$ cat src/hdl/timer_cfg.svh
// Register map, field positions and reset values of the timer unit
`ifndef TIMER_CFG_SVH
`define TIMER_CFG_SVH

`define NUM_CH    4
`define A_UNIT    6'h00
`define A_PRESC   6'h01
`define A_START   6'h02
`define A_STOP    6'h03
`define A_OUT     6'h04
`define A_OUTEN   6'h05
`define A_POL     6'h06
`define A_OMODE   6'h07
`define A_FILT    6'h08
`define A_INSTAT  6'h09
`define A_CHAN    2'h1
`define S_MODE    2'h0
`define S_PER     2'h1
`define S_CNT     2'h2
`define M_CKSEL   15
`define M_CCS     12
`define M_SPLIT   11
`define M_STS_HI  9
`define M_STS_LO  8
`define M_STINT   0
`define ST_HI1    9
`define ST_HI3    11
`define PA_LSB    0
`define PB_LSB    4
`define PRE_ONE   16'h0001
`define RST_WORD  16'h0000
`define RST_NIB   4'h0
`define RST_BYTE  8'h00
`define RST_BUS   32'h0000_0000

`endif

$ cat src/hdl/timer_pkg.sv
// Types shared by the timer unit files
package timer_pkg;
  typedef enum logic [1:0] {
    BUS_IDLE = 2'b01,
    BUS_ANS  = 2'b10
  } bus_state_t;
  typedef logic [31:0] bus_word_t;
  typedef logic [15:0] word16_t;
endpackage

$ cat src/hdl/chan_counter.sv
// Down counter with start load, zero reload and stop freeze
`timescale 1ns/1ps
`include "timer_cfg.svh"
module chan_counter #(
  parameter int W = 16
) (
  input  wire logic         clk,       // Clock
  input  wire logic         sys_rst,   // Async reset
  input  wire logic         ce,        // Clock enable
  input  wire logic         clr,       // Unit disabled
  input  wire logic         start,     // Start trigger pulse
  input  wire logic         stop,      // Stop trigger pulse
  input  wire logic         tick,      // Count clock
  input  wire logic         start_int, // Fire on first load
  input  wire logic [W-1:0] period,    // Reload value
  output logic      [W-1:0] count,     // Counter value
  output logic              running,   // Enable status
  output logic              fire       // Interval event, combinational
);
  logic         load_pend, next_load_pend, next_running;
  logic [W-1:0] next_count;

  // Start wins over stop; a pending load waits for the next count clock
  always_comb begin
    next_count     = count;
    next_running   = running;
    next_load_pend = load_pend;
    fire           = 1'b0;
    if (clr) begin
      next_count     = '0;
      next_running   = 1'b0;
      next_load_pend = 1'b0;
    end else if (start) begin
      next_running   = 1'b1;
      next_load_pend = 1'b1;
    end else if (stop) begin
      next_running   = 1'b0;
      next_load_pend = 1'b0;
    end else if (running && tick) begin
      if (load_pend) begin
        next_count     = period;
        next_load_pend = 1'b0;
        fire           = start_int;
      end else if (count == '0) begin
        next_count = period;
        fire       = 1'b1;
      end else begin
        next_count = count - {{(W-1){1'b0}}, 1'b1};
      end
    end
  end

  // Counter state
  always_ff @(posedge clk or posedge sys_rst) begin
    if (sys_rst) begin
      count     <= '0;
      running   <= 1'b0;
      load_pend <= 1'b0;
    end else if (ce) begin
      count     <= next_count;
      running   <= next_running;
      load_pend <= next_load_pend;
    end
  end
endmodule // chan_counter

$ cat src/hdl/input_path.sv
// Timer input conditioning: synchroniser, optional filter, edge pulse
`timescale 1ns/1ps
`include "timer_cfg.svh"
module input_path (
  input  wire logic clk,        // Clock
  input  wire logic sys_rst,    // Async reset
  input  wire logic ce,         // Clock enable
  input  wire logic clr,        // Unit disabled
  input  wire logic pin,        // Raw timer input
  input  wire logic op_tick,    // Operating clock tick
  input  wire logic in_use,     // Input selected by mode
  input  wire logic filt_en,    // Filter enable
  output logic      level,      // Conditioned level
  output logic      edge_pulse  // Change pulse
);
  logic sync1, sync2, samp;
  logic next_samp, next_level, next_edge;

  // Filter and edge detection; sync1 feeds only sync2
  always_comb begin
    next_samp  = samp;
    next_level = level;
    if (clr) begin
      next_samp  = 1'b0;
      next_level = 1'b0;
    end else if (!filt_en) begin
      next_level = sync2;
    end else if (in_use && op_tick) begin
      next_samp = sync2;
      if (sync2 == samp) next_level = sync2;
    end
    next_edge = next_level != level;
  end

  // Two-stage synchroniser, then conditioned state
  always_ff @(posedge clk or posedge sys_rst) begin
    if (sys_rst) begin
      sync1      <= 1'b0;
      sync2      <= 1'b0;
      samp       <= 1'b0;
      level      <= 1'b0;
      edge_pulse <= 1'b0;
    end else if (ce) begin
      sync1      <= pin;
      sync2      <= sync1;
      samp       <= next_samp;
      level      <= next_level;
      edge_pulse <= next_edge;
    end
  end
endmodule // input_path

$ cat src/hdl/timer_unit.sv
// Timer unit top: Avalon slave, prescaler, interval and square-wave channels
//
// Local design decisions: the Avalon-MM interface to the registers and the placing of the registers.
`timescale 1ns/1ps
`include "timer_cfg.svh"
module timer_unit (
  input  wire logic                 clk,               // 250 MHz clock
  input  wire logic                 sys_rst,           // Async reset, high
  input  wire logic                 ce,                // Clock enable
  input  wire logic [7:0]           avs_address,       // Byte address
  input  wire logic                 avs_read,          // Read request
  input  wire logic                 avs_write,         // Write request
  input  wire logic [3:0]           avs_byteenable,    // Byte lanes
  input  wire timer_pkg::bus_word_t avs_writedata,     // Write data
  output timer_pkg::bus_word_t      avs_readdata,      // Read data
  output logic                      avs_waitrequest,   // Stall
  input  wire logic [3:0]           timer_input_pin,   // Async inputs
  output logic      [3:0]           timer_output_pin,  // Channel outputs
  output logic      [3:0]           channel_interrupt, // Interval pulses
  output logic      [1:0]           upper_interrupt    // Upper halves ch1, ch3
);
  import timer_pkg::*;

  bus_state_t  state, next_state;
  logic        wait_q, next_wait;
  bus_word_t   rdata, next_rdata, rd_mux, merged, trig, be_mask;
  logic        unit_en, next_unit_en;
  logic [3:0]  presc_a, next_presc_a, presc_b, next_presc_b;
  logic [15:0] presc_cnt, next_presc_cnt, mask_a, mask_b;
  logic [3:0]  out_lvl, next_out_lvl, out_en, next_out_en;
  logic [3:0]  filt_en, next_filt_en;
  logic [7:0]  out_pol, next_out_pol, out_mode, next_out_mode;
  word16_t     mode [`NUM_CH];
  word16_t     next_mode [`NUM_CH];
  word16_t     period [`NUM_CH];
  word16_t     next_period [`NUM_CH];
  word16_t     per_lo [`NUM_CH];
  word16_t     lo_cnt [`NUM_CH];
  word16_t     count_rd [`NUM_CH];
  logic [7:0]  hi_cnt [`NUM_CH];
  logic [3:0]  next_pin, next_irq;
  logic [1:0]  next_irq_hi;
  logic        req, take, wr_en, chan_hit, wr_out, tick_a, tick_b, clr;
  logic [5:0]  widx;
  logic [1:0]  csel, csub;
  logic [3:0]  in_use, op_tick, cnt_tick, split, lvl, edge_p;
  logic [3:0]  start_lo, stop_lo, start_hi, stop_hi;
  logic [3:0]  lo_run, lo_fire, hi_run, hi_fire;

  // Address decode; the write lands at the edge where waitrequest is low
  assign req      = avs_read | avs_write;
  assign take     = req & ~wait_q;
  assign wr_en    = take & avs_write;
  assign widx     = avs_address[7:2];
  assign chan_hit = widx[5:4] == `A_CHAN;
  assign csel     = widx[3:2];
  assign csub     = widx[1:0];
  assign wr_out   = wr_en & unit_en & ~chan_hit & (widx == `A_OUT);
  assign clr      = ~unit_en;
  assign be_mask  = {{8{avs_byteenable[3]}}, {8{avs_byteenable[2]}},
                     {8{avs_byteenable[1]}}, {8{avs_byteenable[0]}}};
  assign merged   = (rd_mux & ~be_mask) | (avs_writedata & be_mask);
  assign trig     = avs_writedata & be_mask;

  // Trigger bits are never stored, so they always read back as status
  assign start_lo = (wr_en && unit_en && !chan_hit && widx == `A_START) ? trig[3:0] : 4'h0;
  assign stop_lo  = (wr_en && unit_en && !chan_hit && widx == `A_STOP) ? trig[3:0] : 4'h0;
  assign start_hi = {trig[`ST_HI3], 1'b0, trig[`ST_HI1], 1'b0}
                    & {4{wr_en && unit_en && !chan_hit && widx == `A_START}};
  assign stop_hi  = {trig[`ST_HI3], 1'b0, trig[`ST_HI1], 1'b0}
                    & {4{wr_en && unit_en && !chan_hit && widx == `A_STOP}};

  // Two operating clocks as divide-by-power-of-two ticks
  assign mask_a = (`PRE_ONE << presc_a) - `PRE_ONE;
  assign mask_b = (`PRE_ONE << presc_b) - `PRE_ONE;
  assign tick_a = unit_en & ((presc_cnt & mask_a) == mask_a);
  assign tick_b = unit_en & ((presc_cnt & mask_b) == mask_b);

  // Channels; all four built alike, channels 1 and 3 add an 8-bit upper half
  for (genvar ch = 0; ch < `NUM_CH; ch++) begin : g_ch
    assign in_use[ch]   = mode[ch][`M_CCS] | mode[ch][`M_STS_HI] | mode[ch][`M_STS_LO];
    assign op_tick[ch]  = mode[ch][`M_CKSEL] ? tick_b : tick_a;
    assign cnt_tick[ch] = mode[ch][`M_CCS] ? edge_p[ch] : op_tick[ch];
    assign split[ch]    = (ch % 2 == 1) && mode[ch][`M_SPLIT];
    assign per_lo[ch]   = split[ch] ? {`RST_BYTE, period[ch][7:0]} : period[ch];
    assign count_rd[ch] = split[ch] ? {hi_cnt[ch], lo_cnt[ch][7:0]} : lo_cnt[ch];

    input_path u_in (
      .clk        (clk),
      .sys_rst    (sys_rst),
      .ce         (ce),
      .clr        (clr),
      .pin        (timer_input_pin[ch]),
      .op_tick    (op_tick[ch]),
      .in_use     (in_use[ch]),
      .filt_en    (filt_en[ch]),
      .level      (lvl[ch]),
      .edge_pulse (edge_p[ch])
    );

    chan_counter #(.W(16)) u_lo (
      .clk       (clk),
      .sys_rst   (sys_rst),
      .ce        (ce),
      .clr       (clr),
      .start     (start_lo[ch]),
      .stop      (stop_lo[ch]),
      .tick      (cnt_tick[ch]),
      .start_int (mode[ch][`M_STINT]),
      .period    (per_lo[ch]),
      .count     (lo_cnt[ch]),
      .running   (lo_run[ch]),
      .fire      (lo_fire[ch])
    );

    if (ch % 2 == 1) begin : g_hi
      // Upper half runs on its own trigger only while split
      chan_counter #(.W(8)) u_hi (
        .clk       (clk),
        .sys_rst   (sys_rst),
        .ce        (ce),
        .clr       (clr | ~split[ch]),
        .start     (start_hi[ch]),
        .stop      (stop_hi[ch]),
        .tick      (op_tick[ch]),
        .start_int (mode[ch][`M_STINT]),
        .period    (period[ch][15:8]),
        .count     (hi_cnt[ch]),
        .running   (hi_run[ch]),
        .fire      (hi_fire[ch])
      );
    end else begin : g_nohi
      assign hi_cnt[ch]  = `RST_BYTE;
      assign hi_run[ch]  = 1'b0;
      assign hi_fire[ch] = 1'b0;
    end
  end

  // Read mux; a disabled unit reads zero except its enable bit
  always_comb begin
    rd_mux = `RST_BUS;
    if (!chan_hit && widx == `A_UNIT) begin
      rd_mux[0] = unit_en;
    end else if (unit_en && chan_hit) begin
      case (csub)
        `S_MODE: rd_mux[15:0] = mode[csel];
        `S_PER:  rd_mux[15:0] = period[csel];
        `S_CNT:  rd_mux[15:0] = count_rd[csel];
        default: rd_mux = `RST_BUS;
      endcase
    end else if (unit_en) begin
      case (widx)
        `A_PRESC:  rd_mux[7:0] = {presc_b, presc_a};
        `A_START,
        `A_STOP: begin
          rd_mux[3:0]      = lo_run;
          rd_mux[`ST_HI1] = hi_run[1];
          rd_mux[`ST_HI3] = hi_run[3];
        end
        `A_OUT:    rd_mux[3:0] = out_lvl;
        `A_OUTEN:  rd_mux[3:0] = out_en;
        `A_POL:    rd_mux[7:0] = out_pol;
        `A_OMODE:  rd_mux[7:0] = out_mode;
        `A_FILT:   rd_mux[3:0] = filt_en;
        `A_INSTAT: rd_mux[3:0] = lvl;
        default:   rd_mux = `RST_BUS;
      endcase
    end
  end

  // Bus handshake: one wait cycle, then a one-cycle answer
  always_comb begin
    next_state = state;
    next_wait  = wait_q;
    next_rdata = rdata;
    unique case (state)
      BUS_IDLE: if (req) begin
        next_state = BUS_ANS;
        next_wait  = 1'b0;
        next_rdata = avs_read ? rd_mux : `RST_BUS;
      end
      BUS_ANS: begin
        next_state = BUS_IDLE;
        next_wait  = 1'b1;
      end
    endcase
  end

  // Register file, output latches and interrupt pulses
  always_comb begin
    next_unit_en   = unit_en;
    next_presc_a   = presc_a;
    next_presc_b   = presc_b;
    next_presc_cnt = presc_cnt + `PRE_ONE;
    next_out_lvl   = out_lvl;
    next_out_en    = out_en;
    next_out_pol   = out_pol;
    next_out_mode  = out_mode;
    next_filt_en   = filt_en;
    next_mode      = mode;
    next_period    = period;
    next_irq       = lo_fire;
    next_irq_hi    = {hi_fire[3], hi_fire[1]};
    if (wr_en && !chan_hit && widx == `A_UNIT) next_unit_en = merged[0];
    if (wr_en && unit_en) begin
      if (chan_hit) begin
        if (csub == `S_MODE) next_mode[csel] = merged[15:0];
        if (csub == `S_PER) next_period[csel] = merged[15:0];
      end else begin
        case (widx)
          `A_PRESC: begin
            next_presc_a = merged[`PA_LSB +: 4];
            next_presc_b = merged[`PB_LSB +: 4];
          end
          `A_OUTEN: next_out_en   = merged[3:0];
          `A_POL:   next_out_pol  = merged[7:0];
          `A_OMODE: next_out_mode = merged[7:0];
          `A_FILT:  next_filt_en  = merged[3:0];
          default:  next_unit_en  = next_unit_en;
        endcase
      end
    end
    for (int i = 0; i < `NUM_CH; i++) begin
      if (lo_fire[i] && out_en[i]) begin
        next_out_lvl[i] = ~out_lvl[i];
      end else if (wr_out && !out_en[i]) begin
        next_out_lvl[i] = merged[i];
      end
      next_pin[i] = out_mode[i] ? (out_lvl[i] ^ out_pol[i]) : out_lvl[i];
    end
    // Disabled unit: everything but the enable bit returns to reset
    if (!unit_en) begin
      next_presc_a   = `RST_NIB;
      next_presc_b   = `RST_NIB;
      next_presc_cnt = `RST_WORD;
      next_out_lvl   = `RST_NIB;
      next_out_en    = `RST_NIB;
      next_out_pol   = `RST_BYTE;
      next_out_mode  = `RST_BYTE;
      next_filt_en   = `RST_NIB;
      next_pin       = `RST_NIB;
      for (int i = 0; i < `NUM_CH; i++) begin
        next_mode[i]   = `RST_WORD;
        next_period[i] = `RST_WORD;
      end
    end
  end

  // State registers, frozen while ce is low
  always_ff @(posedge clk or posedge sys_rst) begin
    if (sys_rst) begin
      state             <= BUS_IDLE;
      wait_q            <= 1'b1;
      rdata             <= `RST_BUS;
      unit_en           <= 1'b0;
      presc_a           <= `RST_NIB;
      presc_b           <= `RST_NIB;
      presc_cnt         <= `RST_WORD;
      out_lvl           <= `RST_NIB;
      out_en            <= `RST_NIB;
      out_pol           <= `RST_BYTE;
      out_mode          <= `RST_BYTE;
      filt_en           <= `RST_NIB;
      timer_output_pin  <= `RST_NIB;
      channel_interrupt <= `RST_NIB;
      upper_interrupt   <= 2'b00;
      for (int i = 0; i < `NUM_CH; i++) begin
        mode[i]   <= `RST_WORD;
        period[i] <= `RST_WORD;
      end
    end else if (ce) begin
      state             <= next_state;
      wait_q            <= next_wait;
      rdata             <= next_rdata;
      unit_en           <= next_unit_en;
      presc_a           <= next_presc_a;
      presc_b           <= next_presc_b;
      presc_cnt         <= next_presc_cnt;
      out_lvl           <= next_out_lvl;
      out_en            <= next_out_en;
      out_pol           <= next_out_pol;
      out_mode          <= next_out_mode;
      filt_en           <= next_filt_en;
      timer_output_pin  <= next_pin;
      channel_interrupt <= next_irq;
      upper_interrupt   <= next_irq_hi;
      mode              <= next_mode;
      period            <= next_period;
    end
  end

  assign avs_readdata    = rdata;
  assign avs_waitrequest = wait_q;
endmodule // timer_unit

$ cat config.mk
export PLATFORM = sky130hd
export DESIGN_NAME = timer_unit
export DESIGN_NICKNAME = d
export VERILOG_FILES = /design/src/hdl/timer_pkg.sv /design/src/hdl/chan_counter.sv /design/src/hdl/input_path.sv /design/src/hdl/timer_unit.sv
export VERILOG_INCLUDE_DIRS = /design/src /design/src/hdl
export SDC_FILE = /design/constraint.sdc
export NUM_CORES = 1
export LEC_CHECK = 0
export BUFFER_PORTS_ARGS = -buffer_cell sky130_fd_sc_hd__buf_2
export CAP_MARGIN = 20
export CORE_UTILIZATION = 40
export CTS_BUF_LIST = sky130_fd_sc_hd__clkbuf_4 sky130_fd_sc_hd__clkbuf_8
export CTS_CLUSTER_SIZE = 30
export DETAILED_ROUTE_END_ITERATION = 16
export SETUP_SLACK_MARGIN = 0.5
export SLEW_MARGIN = 20
export SYNTH_ARGS = -nofsm -noshare
export SYNTH_HDL_FRONTEND = slang
export SYNTH_SLANG_ARGS = --single-unit
export TNS_END_PERCENT = 50
$ cat constraint.sdc
create_clock -name clk -period 28.5 [get_ports clk]
set_input_delay 2.85 -clock clk [delete_from_list [all_inputs] [get_ports clk]]
set_output_delay 2.85 -clock clk [all_outputs]
set_load 0.03 [all_outputs]
==> key figures, run 1 <==
Yosys
  – Post-synth EDFFs: 0
  – Syn_area_per_cell: 9.23 sq um
  – Post-Synth Adder-Cell Area: 0.00992
  – Yosys cell types: 81
  – Post-synthesis sequential area ratio: 0.423
  – Warnings from Yosys: 0
  – Xor/xnor share of the synthesized area: 0.00972
  – Yosys reg bits: 320
  – Post-synthesis cell count: 2,050
  – Synth Area in Compound Gates: 0.235
  – Post-synth top flop: dfrtp_1
  – Post-synthesis simple-gate area fraction: 0.179
  – Multiplexer area fraction after synthesis: 0.0905
  – Syn Std Cell Area: 18,900 sq um
  – Largest family of logic cells by synthesized area: compound AO/OA/AOI/OAI gates
  – Synth async-reset ratio: 1.00

Power
  – VDD IR max: 63.0 uV
  – Clock Power Share: 0.332
  – P_sw: 0.000531 W
  – Pwr dens: 70.3 nW/um^2
  – Int Power: 0.000936 W
  – Sw Share: 0.362
  – Comb power frac: 0.245
  – Leak: 8.84 nW
  – Sequential power share: 0.423

Drt
  – Highest Signal Layer: met4
  – Remaining DRCs: 0
  – Via count of the routed design: 17,300
  – Met1 Wirelength: 28.9 mm
  – Final WL: 67.8 mm
  – DR WL met2: 29.7 mm
  – Met3 WL post-DR: 6.05 mm
  – Vias per cell: 6.40
  – Remaining antenna violation count after routing: 0
  – WL per Instance: 25.1 um
  – DRT iter0 DRCs: 2,239
  – TritonRoute pass-1 iters: 6

Place
  – Setup WS pre-CTS: 21.88 ns
  – IO Port Bufs: 59
  – DP HPWL: 47.7 mm
  – GPL Wtd Cong: 0.968
  – Placed Instance Area: 19,600 sq um

Clock tree
  – CTS tree: yes
  – Worst-path clk slew: 0.06 ns
  – Worst skew pair latency: 0.68 ns
  – Hold-fix buffer count after cts: 0
  – # resized after CTS: 0
  – H-Tree Depth: 2
  – Number of post-CTS setup repair buffers: 0
  – Clk sinks: 320
  – Maximum clock path buffer count: 3
  – Clk root buf: clkbuf_8
  – TritonCTS Buffers: 57

Timing
  – Rel. slew slack: 0.202
  – Tightest Pin Transition: 1.20 ns
  – Layout Skew: 0.0563 ns
  – Slew Viols, Final: 0
  – Fmax: 0.166 GHz
  – Crit share post-route: 0.211
  – Final WS setup: 22.48 ns
  – RSZ-0062 raised after global routing: false
  – Post-route setup TNS: 0 ns
  – Crit path time final: 6.02 ns
  – Final hold violation count: 0
  – Final setup fails: 0

Setup path
  – WP data required: 28.97 ns
  – Crit. End Element: flop
  – Max stage delay cell, worst path: o21ai_1
  – Startpoint Class: input port
  – Worst setup path category: input port to flop
  – Crit path DAT: 6.49 ns
  – Critical path fanouts, max: 32
  – Worst R2R Start: presc_a[1]
  – Reg2Reg Depth: 10
  – Worst setup path startpoint: avs_address[3]
  – Worst path cell trace: buf_2 > nor3b_1 > nand2_1 > nor3_1 > nor2_1 > o21a_1 > o21ai_1 > o21ai_0
  – Worst stage delay on the critical path: 0.85 ns

Final layout
  – Ant diodes: 0
  – P&R area growth vs syn: 10.3%
  – Fin area: 20,900 sq um
  – Share of cells above drive strength 1: 0.138
  – Fill cells: 4,527
  – Final Util: 0.448
  – # nets final: 2,117

Die
  – Die area: 48,200 sq um
  – Num rows: 79
  – Ports: 96
  – Core area: 46,600 sq um
  – Starting density of the core: 0.406
  – Die Y: 219 um
  – Die width: 219 um

Run
  – # Max-Cap Violations: 0

Hold path
  – Hold path start: avs_readdata[14]
  – Worst hold path type: flop to flop
  – Hold Path Cell Cnt: 2

GRT
  – Grt ovf: 0
  – GRT Util Overall: 0.283
  – Pin count of the biggest net entering global routing: 122
  – Vias in the first global route: 16,100
  – Antenna violations before repair: 1
  – First-pass GRT wire length: 102 mm

Run status
  – Status: finished, final reports clean
path summary, 6_finish.rpt:
check	endpoint	slack, ns
worst min-delay path	avs_readdata[14]	0.48
min in group asynchronous	avs_readdata[14]	2.29
worst min register to register	avs_readdata[14]	0.48
worst max register to register	g_ch[3].u_lo.count[10]	23.63
max in group asynchronous	unit_en	23.06
worst max-delay path	g_ch[1].u_lo.count[9]	22.48
placed cells by master (no fill, tap or decap), types with 17 or more instances in the layout:
| master | netlist | final |
|---|---|---|
| dfrtp_1 | 319 | 318 |
| nand2_1 | 250 | 250 |
| o21ai_0 | 207 | 207 |
| nor2_1 | 114 | 114 |
| a21oi_1 | 108 | 107 |
| clkbuf_8 | 0 | 84 |
| a22o_1 | 83 | 83 |
| inv_1 | 75 | 73 |
| nand3_1 | 63 | 63 |
| nor3_1 | 62 | 62 |
| buf_2 | 18 | 58 |
| mux4_2 | 44 | 44 |
| mux2i_1 | 45 | 42 |
| o221ai_1 | 27 | 27 |
| buf_4 | 18 | 27 |
| mux2_2 | 24 | 24 |
| nor4_1 | 25 | 24 |
| and3_1 | 23 | 23 |
| a211oi_1 | 21 | 21 |
| nor2b_1 | 20 | 20 |
| or3_1 | 20 | 20 |
| o211ai_1 | 18 | 18 |
| o2bb2ai_1 | 18 | 18 |
| a31oi_1 | 17 | 17 |
through the flow:
stage          hold slack (ns)  total power, W  cells
2_1_floorplan            0.445        0.000857   2065
3_3_place_gp             0.456        0.000968   2596
3_5_place_dp             0.467        0.000977   2596
4_1_cts                  0.482         0.00146   2700
5_1_grt                  0.491         0.00154   2701
6_report                 0.479         0.00147   2701
synthesized netlist by cell type, types with 11 or more instances:
cell	count	area, sq um
o31ai_1	13	97.6
ha_1	15	188
a221o_1	16	160
nand4_1	16	100
buf_2	18	90.1
o21ai_1	11	55.1
o21ai_0	207	1040
xnor2_1	14	123
mux2_2	24	270
a31oi_1	17	106
nor3b_1	14	105
o211ai_1	18	135
a22o_1	83	727
inv_1	75	282
nand3b_1	13	97.6
a211oi_1	21	158
nor3_1	62	310
dfrtp_1	319	7980
o2bb2ai_1	18	158
or4_1	14	105
nor4_1	25	156
and3_1	23	144
nor2_1	114	428
o22ai_1	12	75.1
mux2i_1	45	450
nor2b_1	20	125
mux4_2	44	991
o221ai_1	27	236
or3_1	20	125
buf_4	18	135
nand2b_1	13	81.3
a21oi_1	108	541
clkbuf_1	101	379
nand2_1	250	938
buf_1	21	78.8
nand3_1	63	315
cell type report:
cell class | instances | area, sq um | area share
Multi-Input combinational cell | 1509 | 10000 | 0.479
Sequential cell | 320 | 8010 | 0.384
Clock buffer | 88 | 1190 | 0.0568
Tap cell | 607 | 759 | 0.0364
Timing Repair Buffer | 86 | 500 | 0.0240
Inverter | 75 | 289 | 0.0139
Clock inverter | 16 | 120 | 0.00576
power by group through the flow:
stage	Combinational (W)	Sequential, W	Clock (W)
2_1_floorplan	0.000281	0.000577	0
3_3_place_gp	0.000347	0.000621	0
3_5_place_dp	0.000354	0.000624	0
4_1_cts	0.000355	0.000616	0.000493
5_1_grt	0.000395	0.000628	0.000515
6_report	0.000360	0.000620	0.000487
registers in the layout (all words and copies together), names as in the netlist, 8 cells and up:
name,flops
per_lo,32
g_ch.g_hi.u_hi.count,16
out_pol,8
out_mode,8
period,32
presc_cnt,15
g_ch.u_lo.count,64
mode,64
avs_readdata,16
critical path: cells and delay by family:
| kind | cells | cell delay (ns) |
|---|---|---|
| simple gates | 4 | 1.75 |
| compound gates | 3 | 1.26 |
| buf+inv | 1 | 0.59 |
logic make-up after synthesis:
family,Yosys count
AOI/OAI and AO/OA,654
xor gates and xnor gates,21
adders and majority gates,15
buffers and inverters,236
DFF,320
muxes,113
other,1
and+or+nand+nor,690
routing by layer:
layer / track usage / vias to the layer above
met2: 0.422 / 885
li1: - / 7657
met4: 0.130 / 0
met3: 0.0620 / 160
met1: 0.392 / 8590
met5: 0 / -
Power figures use the tool's default switching activity.
==> inputs of run 2 (changes only) <==
Settings changed: ABC_AREA from default to 1.
Clock period 28.5 ns to 5.8 ns, I/O delays scaled along.
==> run 2 against run 1 <==
  * Highest routed layer unchanged
  * Routed wire length increased by 4.8%
  * Hold slack got worse by 0.36 ns
  * Final cell count increased by 23%
  * Critical path depth increased by 7
  * Clock skew increased by 0.030 ns
==> key figures, run 2 <==
Run status
  – Status: finished, final reports clean (unchanged)

Setup path
  – Worst stage delay on the critical path: 0.85 ns (about the same)
  – Reg2Reg Setup Slack: 1.94 ns (was 23.63 ns)
  – Critical path fanouts, max: 31 (was 32)
  – WP data required: 6.43 ns (was 28.97 ns)
  – Worst path cell trace: nor2_1 > nand2_1 > ha_1 > inv_1 > a21oi_4 > nand3_1 > nand3_1 > nand2_1 > nor2_4 > nand3_2 > nand3_2 > nand4_1 > nand2_1 > o211ai_1 > o21ai_1 (was buf_2 > nor3b_1 > nand2_1 > nor3_1 > nor2_1 > o21a_1 > o21ai_1 > o21ai_0)
  – Reg2Reg Depth: 15 (was 10)
  – Startpoint Class: flop (was input port)
  – Crit path buffers/inverters: 1 (unchanged)
  – Delay-heaviest family, CP: simple AND/OR/NAND/NOR gates (unchanged)
  – Crit. End Element: flop (unchanged)
  – Worst setup path category: flop to flop (was input port to flop)
  – Max stage delay cell, worst path: nand2_1 (was o21ai_1)
  – FF-to-FF End: g_ch[1].u_lo.count[5] (was g_ch[3].u_lo.count[10])
  – Worst R2R Start: presc_b[1] (was presc_a[1])
  – Crit path DAT: 4.49 ns (was 6.49 ns)
  – Cell repeated most along the worst path: nand2_1

Clock tree
  – CTS tree: yes (unchanged)
  – Worst skew pair latency: 0.73 ns (was 0.68 ns)
  – Clk sinks: 320 (unchanged)
  – Hold-fix buffer count after cts: 1 (was 0)
  – Number of post-CTS setup repair buffers: 0 (unchanged)
  – # resized after CTS: 0 (unchanged)
  – Worst-path clk slew: 0.06 ns (about the same)
  – Maximum clock path buffer count: 3 (unchanged)
  – H-Tree Depth: 2 (unchanged)
  – TritonCTS Buffers: 59 (was 57)
  – Clk root buf: clkbuf_8 (unchanged)

GRT
  – Vias in the first global route: 17,900 (was 16,100)
  – Pin count of the biggest net entering global routing: 165 (was 122)
  – GRT Util Overall: 0.300 (was 0.283)
  – Grt ovf: 0 (unchanged)
  – Antenna violations before repair: 4 (was 1)
  – First-pass GRT wire length: 108 mm (was 102 mm)

Power
  – Total power: 0.00662 W (was 0.00147 W)
  – Pwr dens: 315 nW/um^2 (was 70.3 nW/um^2)
  – Leak: 10.1 nW (was 8.84 nW)
  – VDD IR max: 225 uV (was 63.0 uV)

Yosys
  – Top post-synthesis cells by count: 791 x nand2_1, 346 x o21ai_0, 319 x dfrtp_1 (was 319 x dfrtp_1, 250 x nand2_1, 207 x o21ai_0)
  – Share of the synthesized area in the top cell type: 0.423 (was 0.422)
  – Yosys cell types: 57 (was 81)
  – Synth async-reset ratio: 1.00 (unchanged)
  – Syn Std Cell Area: 18,900 sq um (about the same)
  – Yosys reg bits: 320 (unchanged)
  – Post-synth EDFFs: 0 (unchanged)
  – Post-synthesis cell count: 2,633 (was 2,050)
  – Area contributors post-synth: dfrtp_1 42%, nand2_1 16%, o21ai_0 9.2% (was dfrtp_1 42%, o21ai_0 5.5%, mux4_2 5.2%)
  – Count leader, synth: nand2_1 (was dfrtp_1)
  – Leading area contributor after synthesis: dfrtp_1 (unchanged)
  – Warnings from Yosys: 0 (unchanged)
  – Syn_area_per_cell: 7.17 sq um (was 9.23 sq um)
  – Post-synthesis sequential area ratio: 0.424 (was 0.423)
  – Post-synth top flop: dfrtp_1 (unchanged)

Final layout
  – P&R area growth vs syn: 11.1% (was 10.3%)
  – # nets final: 2,742 (was 2,117)
  – Area taken by multi-input logic gates: 9350 sq um (was 10,000 sq um)
  – Largest regs: g_ch.u_lo.count (64), mode (64) (unchanged)
  – Reg area: 8010 sq um (unchanged)
  – Commonest cells after routing, fill and taps aside: 791 x nand2_1, 345 x o21ai_0, 318 x dfrtp_1 (was 318 x dfrtp_1, 250 x nand2_1, 207 x o21ai_0)
  – Fill cells: 4,784 (was 4,527)
  – Share of cells above drive strength 1: 0.0943 (was 0.138)
  – Most common cell after layout, fill and taps aside: nand2_1 (was dfrtp_1)
  – Final Util: 0.451 (was 0.448)

Drt
  – Vias per cell: 5.69 (was 6.40)
  – DRT iter0 DRCs: 2,243 (was 2,239)
  – TritonRoute pass-1 iters: 6 (unchanged)
  – Remaining DRCs: 0 (unchanged)
  – Final WL: 71.1 mm (was 67.8 mm)
  – Remaining antenna violation count after routing: 0 (unchanged)
  – Via count of the routed design: 18,900 (was 17,300)
  – WL per Instance: 21.4 um (was 25.1 um)

Hold path
  – Worst hold path type: input port to flop (was flop to flop)
  – Endpoint, Worst Hold: g_ch[3].u_in.sync1 (was avs_readdata[14])
  – Hold path start: timer_input_pin[3] (was avs_readdata[14])
  – Hold Path Cell Cnt: 3 (was 2)

Die
  – Starting density of the core: 0.406 (about the same)
  – Ports: 96 (unchanged)
  – Die width: 219 um (about the same)
  – Core area: 46,600 sq um (unchanged)
  – Die Y: 219 um (about the same)
  – Die area: 48,100 sq um (was 48,200 sq um)
  – Num rows: 79 (unchanged)

Timing
  – RSZ-0062 raised after global routing: false (unchanged)
  – Rel. slew slack: 0.181 (was 0.202)
  – Crit path time final: 3.86 ns
  – Final hold violation count: 0 (unchanged)
  – Post-route setup TNS: 0 ns (unchanged)
  – Fmax: 0.259 GHz
  – Crit share post-route: 0.666
  – Final Hold Slack: 0.116 ns (was 0.479 ns)
  – Final setup fails: 0 (unchanged)
  – Tightest Pin Transition: 1.22 ns (was 1.20 ns)
  – Slew Viols, Final: 0 (unchanged)
  – Layout Skew: 0.0862 ns (was 0.0563 ns)

Run
  – # Max-Cap Violations: 0 (unchanged)

Place
  – IO Port Bufs: 59 (unchanged)
  – GPL Wtd Cong: 0.963 (was 0.968)
  – DP HPWL: 50.8 mm (was 47.7 mm)
==> run 2: kinds of logic (layout without fill, tap and decap cells) <==
family                     count (synthesis)  after routing  share of synthesized area
AOI/OAI and AO/OA                        670            670                      0.199
xor gates and xnor gates                  32             32                     0.0148
adders and majority gates                 15             15                    0.00994
buffers and inverters                    395            462                     0.0847
DFF                                      320            320                      0.424
muxes                                      1              1                   0.000530
other                                      1             17                   0.000199
and+or+nand+nor                         1199           1199                      0.267
==> run 2: per-layer routing <==
metal / share of wire / vias up / track usage
li1: - / 8809 / -
met1: 0.44 / 9041 / 0.427
met2: 0.42 / 896 / 0.427
met3: 0.10 / 169 / 0.0705
met4: 0.045 / 0 / 0.140
met5: 0 / - / 0
==> run 2: worst max path at each step <==
stage / end / cells past startpoint / from / slack (ns)
floorplan: avs_readdata[0] / 1 / sys_rst / 0.95
global placement: mode[14] / 9 / avs_address[4] / 1.79
detailed placement: mode[14] / 9 / avs_address[4] / 1.77
CTS: g_ch[1].u_lo.count[5] / 15 / presc_b[1] / 2.03
global route: g_ch[1].u_lo.count[5] / 15 / presc_b[1] / 1.60
finish: g_ch[1].u_lo.count[5] / 15 / presc_b[1] / 1.94
==> run 2: report_power, final <==
part           leakage (nW)  switching, W  total [W]  internal (W)
Clock                 0.680       0.00103    0.00240       0.00137
Sequential             4.43     0.0000875    0.00241       0.00232
Combinational          4.96       0.00135    0.00180      0.000451
Total                  10.1       0.00248    0.00662       0.00414
==> run 2: layout make-up <==
class / count / area share
Clock buffer: 96 / 0.0564
Multi-Input combinational cell: 1933 / 0.445
Antenna cell: 1 / 0.000119
Sequential cell: 320 / 0.382
Clock inverter: 6 / 0.00501
Timing Repair Buffer: 93 / 0.0275
Inverter: 267 / 0.0479
Tap cell: 607 / 0.0362
==> run 2: metrics by stage <==
stage	instances	cell area (sq um)	setup slack (ns)
floorplan	2648	18900	0.954
global placement	3219	19700	1.79
detailed placement	3219	19700	1.77
CTS	3322	21000	2.03
global route	3322	21000	1.60
finish	3323	21000	1.94
==> run 2: worst min-delay path, stage by stage <==
cell	delay (ns)
buf_2	0.08
nand2_1	0.04
o21ai_0	0.05
==> inputs of run 3 (changes only) <==
Settings changed: ABC_AREA 1 to 0.
Clock period 5.8 ns to 3.7 ns, I/O delays scaled along.
==> run 3 against run 2 <==
  * The flow now finishes with violations (negative setup slack)
  * Power increased by 79%
  * Critical path depth decreased by 3
  * Global-route usage decreased by 1.1 points
  * Fmax increased by 3.7%
  * Non-clock buffer count increased by 108
==> key figures, run 3 (synthesized netlist as in run 1, its figures left out) <==
Run status
  – Failing checks: negative setup slack
  – Status: finished, violations left (was finished, final reports clean)

Timing
  – Rel. slew slack: 0.323 (was 0.181)
  – Final setup fails: 4 (was 0)
  – Final hold violation count: 0 (unchanged)
  – Final Hold Slack: 0.0278 ns (was 0.116 ns)
  – Slew Viols, Final: 0 (unchanged)
  – Tightest Pin Transition: 1.01 ns (was 1.22 ns)
  – Layout Skew: 0.0617 ns (was 0.0862 ns)
  – Final WS setup: -0.0269 ns (was 1.94 ns)
  – Crit share post-route: 1.01 (was 0.666)
  – RSZ-0062 raised after global routing: true (was false)
  – Fmax: 0.268 GHz (was 0.259 GHz)
  – Crit path time final: 3.73 ns (was 3.86 ns)

GRT
  – Grt ovf: 0 (unchanged)
  – GRT Util Overall: 0.289 (was 0.300)
  – Pin count of the biggest net entering global routing: 112 (was 165)
  – Vias in the first global route: 16,700 (was 17,900)
  – First-pass GRT wire length: 105 mm (was 108 mm)
  – Antenna violations before repair: 1 (was 4)

Drt
  – Via count of the routed design: 17,700 (was 18,900)
  – TritonRoute pass-1 iters: 6 (unchanged)
  – Final WL: 69.9 mm (was 71.1 mm)
  – Vias per cell: 6.29 (was 5.69)
  – WL per Instance: 24.8 um (was 21.4 um)
  – DRT iter0 DRCs: 1,807 (was 2,243)
  – Remaining DRCs: 0 (unchanged)
  – Remaining antenna violation count after routing: 0 (unchanged)

Final layout
  – Most common cell after layout, fill and taps aside: dfrtp_1 (was nand2_1)
  – Ant diodes: 0 (was 1)
  – Reg area: 8010 sq um (unchanged)
  – Final Util: 0.477 (was 0.451)
  – P&R area growth vs syn: 17.5% (was 11.1%)
  – Fill cells: 4,344 (was 4,784)
  – Largest regs: g_ch.u_lo.count (64), mode (64) (unchanged)
  – Share of cells above drive strength 1: 0.194 (was 0.0943)
  – Area taken by multi-input logic gates: 10,300 sq um (was 9350 sq um)
  – Commonest cells after routing, fill and taps aside: 318 x dfrtp_1, 249 x nand2_1, 201 x o21ai_0 (was 791 x nand2_1, 345 x o21ai_0, 318 x dfrtp_1)
  – # nets final: 2,231 (was 2,742)

Setup path
  – Crit. End Element: flop (unchanged)
  – Crit path DAT: 4.31 ns (was 4.49 ns)
  – Reg2Reg Depth: 12 (was 15)
  – WP data required: 4.29 ns (was 6.43 ns)
  – Critical path fanouts, max: 7 (was 31)
  – Worst setup path category: flop to flop (unchanged)
  – Startpoint Class: flop (unchanged)

Clock tree
  – H-Tree Depth: 2 (unchanged)
  – Clk sinks: 320 (unchanged)
  – TritonCTS Buffers: 55 (was 59)
  – Worst skew pair latency: 0.70 ns (was 0.73 ns)
  – CTS tree: yes (unchanged)
  – Clk root buf: clkbuf_8 (unchanged)
  – Maximum clock path buffer count: 3 (unchanged)
  – Worst-path clk slew: 0.07 ns (was 0.06 ns)

Die
  – Num rows: 79 (unchanged)
  – Die area: 48,200 sq um (was 48,100 sq um)
  – Core area: 46,600 sq um (unchanged)
  – Ports: 96 (unchanged)
  – Die width: 219 um (about the same)
  – Die Y: 219 um (about the same)
  – Starting density of the core: 0.406 (about the same)

Power
  – Leak: 9.53 nW (was 10.1 nW)
  – VDD IR max: 442 uV (was 225 uV)
  – Pwr dens: 534 nW/um^2 (was 315 nW/um^2)

Place
  – IO Port Bufs: 59 (unchanged)
  – DP HPWL: 50.0 mm (was 50.8 mm)
  – GPL Wtd Cong: 0.958 (was 0.963)

Hold path
  – Hold Path Cell Cnt: 4 (was 3)
  – Worst hold path type: input port to flop (unchanged)

Run
  – # Max-Cap Violations: 0 (unchanged)
[run 3: cell types whose count changed in the layout (fill, tap and decap cells not counted), sizes merged, moves of 23 or more]
| cell | change |
|---|---|
| o22ai | -29 |
| o21ai | -176 |
| nand2 | -546 |
| inv | -190 |
| nand3 | -74 |
| a22o | +83 |
| mux2 | +24 |
| nor3 | +34 |
| a22oi | -35 |
| nor2 | -70 |
| mux2i | +44 |
| mux4 | +44 |
| and3 | +23 |
| buf | +103 |
[run 3: critical path, stage by stage (launching register included)]
cell,delay (ns)
dfrtp_1,0.38
or4_4,0.55
ha_4,0.18
buf_6,0.13
xnor2_2,0.13
a41oi_2,0.22
o221ai_2,0.11
or4_4,0.56
or3_4,0.37
a31oi_4,0.27
buf_12,0.16
a31oi_4,0.15
a221o_1,0.41
[run 3: metrics by stage]
stage	power [W]	setup slack [ns]	std cells	TNS, ns	area [sq um]
detailed placement	0.00777	-0.141	2687	-2.99	20300
global placement	0.00771	-0.153	2687	-3.27	20300
finish	0.0119	-0.0269	2815	-0.0779	22200
CTS	0.0117	0.0304	2807	0	21900
floorplan	0.00661	-0.936	2065	-305.95	19000
global route	0.0124	-0.112	2815	-1.64	22200
[run 3: where the power goes]
part / leakage [nW] / internal (W) / switching [W]
logic: 4.74 / 0.00145 / 0.00196
registers: 4.10 / 0.00399 / 0.000672
clock network: 0.690 / 0.00217 / 0.00163
[run 3: path summary, 6_finish.rpt]
path | from | to | slack, ns
min in group asynchronous | sys_rst | avs_readdata[14] | 0.34
max in group asynchronous | sys_rst | g_ch[3].u_in.sync2 | 2.27
setup reg to reg | presc_a[0] | g_ch[3].u_lo.count[13] | -0.03
hold / removal | avs_write | state[0] | 0.03
setup / recovery | presc_a[0] | g_ch[3].u_lo.count[13] | -0.03
hold reg to reg | mode[30] | mode[30] | 0.47
[run 3: repair_timing]
action | CTS | global route
endpoints found under the hold margin | 26 | 0
hold buffers | 5 | 0
cloned | 0 | 2
endpoints found under the setup margin | 108 | 108
pin swaps | 15 | 20
buffers inserted | 13 | 6
gates resized for setup | 34 | 39
[run 3: area by class of cell]
type	instances	area share
Multi-Input combinational cell	1510	0.462
Sequential cell	320	0.361
Timing Repair Buffer	201	0.0721
Clock buffer	90	0.0515
Tap cell	607	0.0342
Inverter	75	0.0128
Clock inverter	12	0.00676
[run 3: metal layers]
metal	vias up	track usage	part of all wire
li1	7886	-	-
met1	8735	0.390	0.42
met2	892	0.434	0.44
met3	180	0.0767	0.098
met4	0	0.128	0.048
met5	-	0	0
